--- src/shared/spi_queue_pkg.sv ---
// Purpose: Constants and types for the queued serial engine and its shared memory.
// Assumes: Shared memory is addressed in bytes, even byte holds the high half of a word.
// Notes: Control fields arrive as plain ports from the host module.
// Functional notes
// - One 80-byte memory shared by CPU port and engine, with arbitration.
// - With engine enabled, each part of a CPU access takes one to three wait states.
// - Byte, word and long CPU access; aligned word is atomic, engine locked out.
// - Long or misaligned word access splits in two; engine may run between.
// - Memory holds receive words, transmit words and command bytes.
// - Enabled engine runs the queue alone, then sets finished flag and waits.
// - Received words are stored right-justified, last bit at bit 0.
// - Receive bits above the transfer length are written as zero.
// - Engine only copies transmit words, never writes them.
// - Command bytes read only in master mode, never modified by engine.
// - Sixteen command bytes, each with select pattern and control options.
// - Entries 0 to 15 run from start pointer through end pointer.
// - Four select bits drive four pins directly; several may be active.
// - Port data sets select pins when disabled, unassigned or between transfers with hold clear.
// - Pins take command pattern; with hold clear, port data returns after.
// - Hold set with same next pattern keeps pins steady across transfers.
// - Hold set with new pattern keeps old pattern until switching directly.
// - Bit-count select 1 uses global bit count, 0 gives eight bits.
// - Delay-after-transfer bit waits global delay after that transfer.
// - Clock-delay bit uses global select delay, else half a serial clock.
// - One index selects command byte, transmit word and receive word.
// - After each command compare completed and end pointer; match sets flag, stops.
package spi_queue_pkg;
  localparam logic [6:0] TX_BASE = 7'h20;
  localparam logic [6:0] CMD_BASE = 7'h40;
  localparam logic [6:0] RAM_END = 7'h50;
  localparam int CMD_HOLD = 7;
  localparam int CMD_GBITS = 6;
  localparam int CMD_DT = 5;
  localparam int CMD_SELECT_TO_CLOCK_DELAY_ENABLE = 4;
  localparam logic [4:0] DEFAULT_BITS = 5'h08;
  localparam logic [4:0] FULL_BITS = 5'h10;
  localparam logic [13:0] DELAY_STEP = 14'h0020;
  localparam logic [3:0] PTR_RESET = 4'h0;
  localparam logic [1:0] SZ_BYTE = 2'h0;
  localparam logic [1:0] SZ_WORD = 2'h1;
  localparam logic [1:0] SZ_LONG = 2'h2;
  typedef enum logic [7:0] {
    E_IDLE = 8'h01, E_FETCH = 8'h02, E_HALF = 8'h04, E_SELDLY = 8'h08,
    E_SHIFT = 8'h10, E_WBACK = 8'h20, E_AFTDLY = 8'h40, E_DONE = 8'h80
  } eng_state_t;
  typedef enum logic [2:0] {C_IDLE = 3'h1, C_WAIT = 3'h2, C_ACC = 3'h4} cpu_state_t;
endpackage

--- src/hw/spi_shifter.sv ---
// Purpose: Serial shifter timed by the sampled link clock.
// Assumes: Data leaves on falling edges and is sampled on rising edges.
// Notes: Link clock and input data pass two flip-flops before use.
`timescale 1ns/1ps
module spi_shifter (
  input wire logic mclk,
  input wire logic rst_n,
  input wire logic link_clk,
  input wire logic link_miso,
  input wire logic start,
  input wire logic [4:0] nbits,
  input wire logic [15:0] tx_word,
  output logic link_edge,
  output logic done,
  output logic [15:0] rx_word,
  output logic sck,
  output logic mosi
);
  typedef struct packed {
    logic [1:0] c1;
    logic [1:0] c2;
    logic c3;
    logic busy;
    logic seen_rise;
    logic [4:0] cnt;
    logic [15:0] tx;
    logic [15:0] rx;
    logic sck;
    logic mosi;
    logic done;
  } sh_t;
  sh_t q;
  sh_t n;
  logic rise;
  logic fall;

  always_comb begin
    n = q;
    n.c1 = {link_clk, link_miso};
    n.c2 = q.c1;
    n.c3 = q.c2[1];
    n.done = 1'b0;
    rise = q.c2[1] & ~q.c3;
    fall = ~q.c2[1] & q.c3;
    link_edge = rise | fall;
    if (start) begin
      n.busy = 1'b1;
      n.seen_rise = 1'b0;
      n.cnt = nbits;
      n.tx = tx_word;
      n.rx = 16'h0000;
      n.mosi = tx_word[4'(nbits - 5'h01)];
    end else if (q.busy && rise) begin
      n.sck = 1'b1;
      n.seen_rise = 1'b1;
      n.rx = {q.rx[14:0], q.c2[0]};
      n.cnt = q.cnt - 5'h01;
    end else if (q.busy && fall && q.seen_rise) begin
      n.sck = 1'b0;
      if (q.cnt == 5'h00) begin
        n.busy = 1'b0;
        n.done = 1'b1;
      end else begin
        n.mosi = q.tx[4'(q.cnt - 5'h01)];
      end
    end
  end

  always_ff @(posedge mclk or negedge rst_n) begin
    if (!rst_n) begin
      q <= '0;
    end else begin
      q <= n;
    end
  end

  assign done = q.done;
  assign rx_word = q.rx;
  assign sck = q.sck;
  assign mosi = q.mosi;
endmodule

--- src/hw/spi_queue_core.sv ---
// Purpose: Shared queue memory, CPU port and queue engine of the serial master.
// Assumes: Control fields are steady CPU-domain levels; long accesses are word aligned.
// Notes: Slave mode, halt and wraparound are outside this block.
`timescale 1ns/1ps
module spi_queue_core (
  input wire logic mclk,
  input wire logic rst_n,
  input wire logic cpu_req,
  input wire logic cpu_wr,
  input wire logic [1:0] cpu_size,
  input wire logic [6:0] cpu_addr,
  input wire logic [31:0] cpu_wdata,
  output logic cpu_ack,
  output logic [31:0] cpu_rdata,
  input wire logic engine_enable,
  input wire logic master_select,
  input wire logic [3:0] queue_start_pointer,
  input wire logic [3:0] queue_end_pointer,
  input wire logic [3:0] global_bit_count,
  input wire logic [6:0] select_to_clock_delay_length,
  input wire logic [7:0] after_transfer_delay_length,
  input wire logic [3:0] port_data_register,
  input wire logic [3:0] pin_assignment_register,
  input wire logic [3:0] pin_direction_register,
  input wire logic finished_clear,
  output logic [3:0] completed_entry_pointer,
  output logic queue_finished_flag,
  output logic [3:0] peripheral_select_pattern,
  output logic [3:0] peripheral_select_oe,
  input wire logic link_clk,
  input wire logic link_miso,
  output logic link_sck,
  output logic link_mosi
);
  typedef struct packed {
    spi_queue_pkg::eng_state_t st;
    logic [3:0] idx;
    logic [7:0] cmd;
    logic [15:0] txw;
    logic [4:0] nbits;
    logic [13:0] dcnt;
    logic [3:0] cpt;
    logic fin;
    logic cs_act;
    logic [3:0] cs_pat;
    logic [3:0] pcs;
    logic [3:0] pcs_oe;
    logic start;
    spi_queue_pkg::cpu_state_t cst;
    logic part2;
    logic [6:0] addr;
    logic [1:0] size;
    logic we;
    logic [31:0] wdata;
    logic [31:0] rdata;
    logic ack;
    logic [15:0][15:0] rx;
    logic [15:0][15:0] tx;
    logic [15:0][7:0] cmdr;
  } state_t;

  state_t q;
  state_t n;
  logic sh_edge;
  logic sh_done;
  logic [15:0] sh_rx;
  logic eng_mem;
  logic two_part;
  logic pn2;
  logic [6:0] pa;
  logic [6:0] ba;
  logic [7:0] bv;
  logic [15:0] pd;
  logic [15:0] rv;
  logic advance;

  // One byte of the shared memory; unmapped bytes read as zero.
  function automatic logic [7:0] rd_byte(input state_t s, input logic [6:0] a);
    logic [15:0] w;
    w = 16'h0000;
    if (a < spi_queue_pkg::TX_BASE) begin
      w = s.rx[a[4:1]];
    end else if (a < spi_queue_pkg::CMD_BASE) begin
      w = s.tx[a[4:1]];
    end
    if (a >= spi_queue_pkg::CMD_BASE && a < spi_queue_pkg::RAM_END) begin
      rd_byte = s.cmdr[a[3:0]];
    end else begin
      rd_byte = a[0] ? w[7:0] : w[15:8];
    end
  endfunction

  // Clears every bit at or above the transfer length.
  function automatic logic [15:0] len_mask(input logic [15:0] w, input logic [4:0] nb);
    logic [16:0] m;
    m = (17'h00001 << nb) - 17'h00001;
    len_mask = w & m[15:0];
  endfunction

  spi_shifter u_shifter (
    .mclk(mclk),
    .rst_n(rst_n),
    .link_clk(link_clk),
    .link_miso(link_miso),
    .start(q.start),
    .nbits(q.nbits),
    .tx_word(q.txw),
    .link_edge(sh_edge),
    .done(sh_done),
    .rx_word(sh_rx),
    .sck(link_sck),
    .mosi(link_mosi)
  );

  always_comb begin
    n = q;
    n.ack = 1'b0;
    n.start = 1'b0;
    advance = 1'b0;
    ba = 7'h00;
    bv = 8'h00;
    // The engine owns the memory in its fetch and write-back cycles.
    eng_mem = (q.st == spi_queue_pkg::E_FETCH) || (q.st == spi_queue_pkg::E_WBACK);

    // ************************************************************
    // CPU port: one memory cycle per part.
    // ************************************************************
    two_part = (q.size == spi_queue_pkg::SZ_LONG) || (q.size == spi_queue_pkg::SZ_WORD && q.addr[0]);
    if (q.size == spi_queue_pkg::SZ_LONG) begin
      pa = q.part2 ? q.addr + 7'h02 : q.addr;
      pn2 = 1'b1;
      pd = q.part2 ? q.wdata[15:0] : q.wdata[31:16];
    end else if (q.size == spi_queue_pkg::SZ_WORD && !q.addr[0]) begin
      pa = q.addr;
      pn2 = 1'b1;
      pd = q.wdata[15:0];
    end else if (q.size == spi_queue_pkg::SZ_WORD) begin
      pa = q.part2 ? q.addr + 7'h01 : q.addr;
      pn2 = 1'b0;
      pd = {8'h00, q.part2 ? q.wdata[7:0] : q.wdata[15:8]};
    end else begin
      pa = q.addr;
      pn2 = 1'b0;
      pd = {8'h00, q.wdata[7:0]};
    end
    rv = pn2 ? {rd_byte(q, pa), rd_byte(q, pa + 7'h01)} : {8'h00, rd_byte(q, pa)};

    case (q.cst)
      spi_queue_pkg::C_IDLE: begin
        if (cpu_req && !q.ack) begin
          n.addr = cpu_addr;
          n.size = cpu_size;
          n.we = cpu_wr;
          n.wdata = cpu_wdata;
          n.part2 = 1'b0;
          n.cst = engine_enable ? spi_queue_pkg::C_WAIT : spi_queue_pkg::C_ACC;
        end
      end
      spi_queue_pkg::C_WAIT: begin
        n.cst = spi_queue_pkg::C_ACC;
      end
      spi_queue_pkg::C_ACC: begin
        if (!eng_mem) begin
          if (q.we) begin
            for (int k = 0; k < 2; k++) begin
              if (k == 0 || pn2) begin
                ba = pa + 7'(k);
                bv = (pn2 && k == 0) ? pd[15:8] : pd[7:0];
                if (ba < spi_queue_pkg::TX_BASE) begin
                  n.rx[ba[4:1]][{~ba[0], 3'b000} +: 8] = bv;
                end else if (ba < spi_queue_pkg::CMD_BASE) begin
                  n.tx[ba[4:1]][{~ba[0], 3'b000} +: 8] = bv;
                end else if (ba < spi_queue_pkg::RAM_END) begin
                  n.cmdr[ba[3:0]] = bv;
                end
              end
            end
          end else if (two_part && !q.part2) begin
            // The first half waits in the unused write data so the read data stands until ack.
            n.wdata = {16'h0000, rv};
          end else if (!q.part2) begin
            n.rdata = {16'h0000, rv};
          end else if (q.size == spi_queue_pkg::SZ_LONG) begin
            n.rdata = {q.wdata[15:0], rv};
          end else begin
            n.rdata = {16'h0000, q.wdata[7:0], rv[7:0]};
          end
          if (two_part && !q.part2) begin
            n.part2 = 1'b1;
            n.cst = engine_enable ? spi_queue_pkg::C_WAIT : spi_queue_pkg::C_ACC;
          end else begin
            n.ack = 1'b1;
            n.cst = spi_queue_pkg::C_IDLE;
          end
        end
      end
      default: begin
        n.cst = spi_queue_pkg::C_IDLE;
      end
    endcase

    // ************************************************************
    // Queue engine.
    // ************************************************************
    case (q.st)
      spi_queue_pkg::E_IDLE: begin
        if (engine_enable && master_select) begin
          n.idx = queue_start_pointer;
          n.st = spi_queue_pkg::E_FETCH;
        end
      end
      spi_queue_pkg::E_FETCH: begin
        n.cmd = q.cmdr[q.idx];
        n.txw = q.tx[q.idx];
        n.cs_pat = q.cmdr[q.idx][3:0];
        n.cs_act = 1'b1;
        if (q.cmdr[q.idx][spi_queue_pkg::CMD_GBITS]) begin
          n.nbits = (global_bit_count == 4'h0) ? spi_queue_pkg::FULL_BITS : {1'b0, global_bit_count};
        end else begin
          n.nbits = spi_queue_pkg::DEFAULT_BITS;
        end
        if (q.cmdr[q.idx][spi_queue_pkg::CMD_SELECT_TO_CLOCK_DELAY_ENABLE]) begin
          n.dcnt = (select_to_clock_delay_length == 7'h00) ? 14'h0001 : {7'h00, select_to_clock_delay_length};
          n.st = spi_queue_pkg::E_SELDLY;
        end else begin
          n.st = spi_queue_pkg::E_HALF;
        end
      end
      spi_queue_pkg::E_HALF: begin
        if (sh_edge) begin
          n.start = 1'b1;
          n.st = spi_queue_pkg::E_SHIFT;
        end
      end
      spi_queue_pkg::E_SELDLY: begin
        n.dcnt = q.dcnt - 14'h0001;
        if (q.dcnt == 14'h0001) begin
          n.start = 1'b1;
          n.st = spi_queue_pkg::E_SHIFT;
        end
      end
      spi_queue_pkg::E_SHIFT: begin
        if (sh_done) begin
          n.cs_act = q.cmd[spi_queue_pkg::CMD_HOLD];
          n.st = spi_queue_pkg::E_WBACK;
        end
      end
      spi_queue_pkg::E_WBACK: begin
        n.rx[q.idx] = len_mask(sh_rx, q.nbits);
        n.cpt = q.idx;
        if (q.cmd[spi_queue_pkg::CMD_DT]) begin
          n.dcnt = {6'h00, after_transfer_delay_length} * spi_queue_pkg::DELAY_STEP;
          if (after_transfer_delay_length == 8'h00) begin
            n.dcnt = 14'h2000;
          end
          n.st = spi_queue_pkg::E_AFTDLY;
        end else begin
          advance = 1'b1;
        end
      end
      spi_queue_pkg::E_AFTDLY: begin
        n.dcnt = q.dcnt - 14'h0001;
        if (q.dcnt == 14'h0001) begin
          advance = 1'b1;
        end
      end
      spi_queue_pkg::E_DONE: begin
        if (!engine_enable) begin
          n.st = spi_queue_pkg::E_IDLE;
        end
      end
      default: begin
        n.st = spi_queue_pkg::E_IDLE;
      end
    endcase

    if (advance) begin
      if (n.cpt == queue_end_pointer) begin
        n.st = spi_queue_pkg::E_DONE;
      end else begin
        n.idx = q.idx + 4'h1;
        n.st = spi_queue_pkg::E_FETCH;
      end
    end

    // A finish in the same cycle as a clear keeps the flag set.
    n.fin = (q.fin & ~finished_clear) | (advance && n.cpt == queue_end_pointer);

    if (!engine_enable) begin
      n.st = spi_queue_pkg::E_IDLE;
      n.cs_act = 1'b0;
      n.start = 1'b0;
    end

    // ************************************************************
    // Select pins.
    // ************************************************************
    for (int i = 0; i < 4; i++) begin
      if (engine_enable && q.cs_act && pin_assignment_register[i]) begin
        n.pcs[i] = q.cs_pat[i];
      end else begin
        n.pcs[i] = port_data_register[i];
      end
    end
    n.pcs_oe = pin_direction_register;
  end

  always_ff @(posedge mclk or negedge rst_n) begin
    if (!rst_n) begin
      q <= '0;
      q.st <= spi_queue_pkg::E_IDLE;
      q.cst <= spi_queue_pkg::C_IDLE;
      q.cpt <= spi_queue_pkg::PTR_RESET;
    end else begin
      q <= n;
    end
  end

  assign cpu_ack = q.ack;
  assign cpu_rdata = q.rdata;
  assign completed_entry_pointer = q.cpt;
  assign queue_finished_flag = q.fin;
  assign peripheral_select_pattern = q.pcs;
  assign peripheral_select_oe = q.pcs_oe;
endmodule

--- config.mk ---
export PLATFORM = sky130hd
export DESIGN_NAME = spi_queue_core
export DESIGN_NICKNAME = d
export VERILOG_FILES = /design/src/shared/spi_queue_pkg.sv /design/src/hw/spi_shifter.sv /design/src/hw/spi_queue_core.sv
export SDC_FILE = /design/constraint.sdc
export NUM_CORES = 2
export LEC_CHECK = 0
export BUFFER_PORTS_ARGS = -buffer_cell sky130_fd_sc_hd__buf_2
export CAP_MARGIN = 15
export CORE_MARGIN = 2
export CORE_UTILIZATION = 45
export CTS_CLUSTER_DIAMETER = 80
export DETAILED_ROUTE_END_ITERATION = 8
export RECOVER_POWER = 25
export SETUP_SLACK_MARGIN = 0.02
export SLEW_MARGIN = 10
export SYNTH_ARGS = -nofsm -noshare
export SYNTH_HDL_FRONTEND = slang
export SYNTH_SLANG_ARGS = --single-unit
--- constraint.sdc ---
create_clock -name mclk -period 7.45 [get_ports mclk]
set_input_delay 0.3725 -clock mclk [delete_from_list [all_inputs] [get_ports mclk]]
set_output_delay 0.3725 -clock mclk [all_outputs]
set_load 0.01 [all_outputs]
==> metrics.cfg <==
[run_status]
status=finished with violations
violations=DRC, capacitance limit, slew limit

[synthesis]
synth_fp_nets=6140
postSynthCellCount=6027
synth_ff_type=dfrtp_1
syn_area_um2=56500
synthArstFlopShare_pct=100
avgSynthCellArea_um2=9.38
yosysWarnings=0
synth_edf_count=0
synthDistinctLibCells=108
seq_area_frac_synth_pct=36.9
ys_ff_latch=834

[floorplan]
rows=130
core_area_um2=125000
start_util_pct=45.2
dieArea_um2=129000
die_height_um=358
die_x_um=358
ios=137

[detailed_routing]
wl_per_cell_um=43.9
drt_iter0_markers=11700
avgViaCountPerCell=7.89
drt_first_pass_iters=9
drt-total-wl_mm=342
route.vias.total=61500
route.detailed.drc=3
drtAntennaViolNets=0

[worst_setup_path]
slowest_delay_ps=870
crit_buf_inv=1
critical_path.startpoint_type=flop
cp_max_fo=12
cpMaxStageDelayCell=a32oi_1
critPathArrivalTime_ps=6930
required_ps=8140
cp-end-kind=flop
crit_chain=ha_1 > and4b_1 > o2111ai_1 > xnor2_2 > nor2_2 > buf_4 > nand2_1 > a21oi_1 > a211oi_1 > a32oi_1 > or2_1 > a32oi_1 > a21oi_1
timing.rr.start=q[709]
crit_type=reg2reg
path_delay_family=compound AO/OA/AOI/OAI gates
crit_path_start=q[709]

[sta]
slew_headroom_pct=-179
finalSetupViolCount=0
hold_viol_final=0
fmax_mhz=160
grt_setup_unrepaired=false
fin_worst_skew_ps=33.3
setup_tns_ps=0
final.setup.worst_slack_ps=1220
drv_slew=423
min_period_ps=6230
tightest_slew_ps=4180
period_share_pct=83.7

[clock_tree]
clk_pin_slew_worst_paths_ps=60
cts_tree=yes
cts-htree-levels=3
clock_sinks=834
cts.path.max_buffers=3
cts_resized=0
root_buffer=clkbuf_16
worstSkewPairLatency_ps=780
post_cts_buffers=0
cts-hold-fix-buffers=80
cts_buffers=101

[cells_and_area]
stdcell_count=7791
drive_above_1_share_pct=18.9
layout.nets=6146
fin_util_pct=51.0
fill_cells=11500
syn2layout_area_growth_pct=12.7

[power_and_ir_drop]
power_density_nw_per_um2=540
leakage_nw=24.2
total_power_w=0.0344
peakVddDrop_mv=0.699

[placed_design]
post-place-cells=7495
port_buffers=136
gp_congestion=1.12
place_ws_ps=1640
post-dp-hpwl_mm=240

[min_path]
hold_path_class=in2reg
hp-start=engine_enable

[global_routing]
grt-ovfl-total=0
grt_max_degree=156
antenna_found_initial=33
grt.total_usage_pct=52.2
grt_pass1_wl_mm=466
grt_pass1_vias=56200

[job]
cap_violations=8

[kinds of logic after synthesis]
kind of cell / synth area share (%)
buffers and inverters: 5.31
multiplexers: 15.7
XOR/XNOR: 0.628
AND/OR/NAND/NOR: 14.1
adder cells (fa/ha/maj): 0.531
flip-flops: 36.9
AO/OA/AOI/OAI: 26.9
[path summary, 6_finish.rpt]
path | to | slack, ps | depth (start not counted)
hold reg to reg | u_shifter.n[42] | 370 | 0
hold / removal | q[785] | 8 | 2
max in group asynchronous | q[782] | 2060 | 3
setup / recovery | q[677] | 1220 | 13
setup reg to reg | q[677] | 1220 | 13
min in group asynchronous | q[776] | 240 | 2
[state kept, by name, indices dropped and copies added (netlist names)]
| name | count |
|---|---|
| u_shifter.done | 1 |
| cpu_ack | 1 |
| cpu_rdata | 32 |
| queue_finished_flag | 1 |
| u_shifter.sck | 1 |
| peripheral_select_oe | 4 |
| u_shifter.q | 25 |
| u_shifter.rx_word | 16 |
| q | 741 |
| peripheral_select_pattern | 4 |
| u_shifter.n | 3 |
| completed_entry_pointer | 4 |
| u_shifter.mosi | 1 |
[where the power goes]
part	total, W	leakage (nW)	switching, W	internal [W]
clock	0.00547	1.74	0.00228	0.00319
sequential	0.00653	11.4	0.00124	0.00529
combinational	0.0224	11.1	0.0169	0.00550
total	0.0344	24.2	0.0204	0.0140
[synthesized netlist by cell type, drive strengths merged, types with 56 or more instances]
cell,n,area (µm²)
o221ai,125,1090
o21ai,498,2490
nor3,119,772
buf,229,1390
o22a,90,788
mux2,60,676
a221oi,140,1240
a21oi,431,2250
a32oi,56,490
dfrtp,832,20800
mux2i,57,571
nand3,185,941
o22ai,367,2310
nand2,655,2510
clkbuf,373,1400
nor2,613,2420
mux4,338,7610
a22oi,156,1200
[worst register-to-register path, delay by kind of cell (launching register included)]
family | cells | cell delay (ps)
XOR/XNOR | 1 | 310
AO/OA/AOI/OAI | 6 | 2420
AND/OR/NAND/NOR | 4 | 1930
adder cells (fa/ha/maj) | 1 | 490
buffers and inverters | 1 | 400
flip-flops | 1 | 600
[area by class of cell]
type	instances	area [µm²]	share of cell area (%)
tap	1650	2060	3.24
timing repair buffer	505	3820	5.99
inverter	56	214	0.336
antenna	24	60.1	0.0942
sequential	834	20900	32.8
multi-input combinational	4535	33100	52.0
clock inverter	43	653	1.02
clock buffer	144	2920	4.58
[metrics by stage]
step | area [µm²] | hold WS [ps]
floorplan | 56500 | 76.9
global placement | 59300 | 335
detailed placement | 59300 | 349
CTS | 63700 | 6.28
global route | 63700 | 2.70
finish | 63700 | 7.91
[routing by layer]
| metal | global-route usage, % | routed length [µm] |
|---|---|---|
| met3 | 24.2 | 54100 |
| met4 | 42.5 | 36500 |
| met1 | 64.1 | 119000 |
| met5 | 1.33 | 440 |
| met2 | 69.5 | 132000 |
[cells in the final DEF, fill, tap and decap left out, drive strengths merged, types with 24 or more instances in the layout]
cell / n
dfrtp: 832
nand2: 655
nor2: 613
o21ai: 498
a21oi: 431
buf: 369
o22ai: 367
mux4: 338
clkbuf: 200
nand3: 185
a22oi: 156
a221oi: 140
o221ai: 125
nor3: 119
o22a: 90
dlygate4sd3: 80
mux2: 60
inv: 60
mux2i: 57
a32oi: 56
and3: 52
a31oi: 46
a211oi: 46
a22o: 44
o211ai: 41
diode: 24
ha: 24
Note: power is estimated with default switching activity, not from simulation.
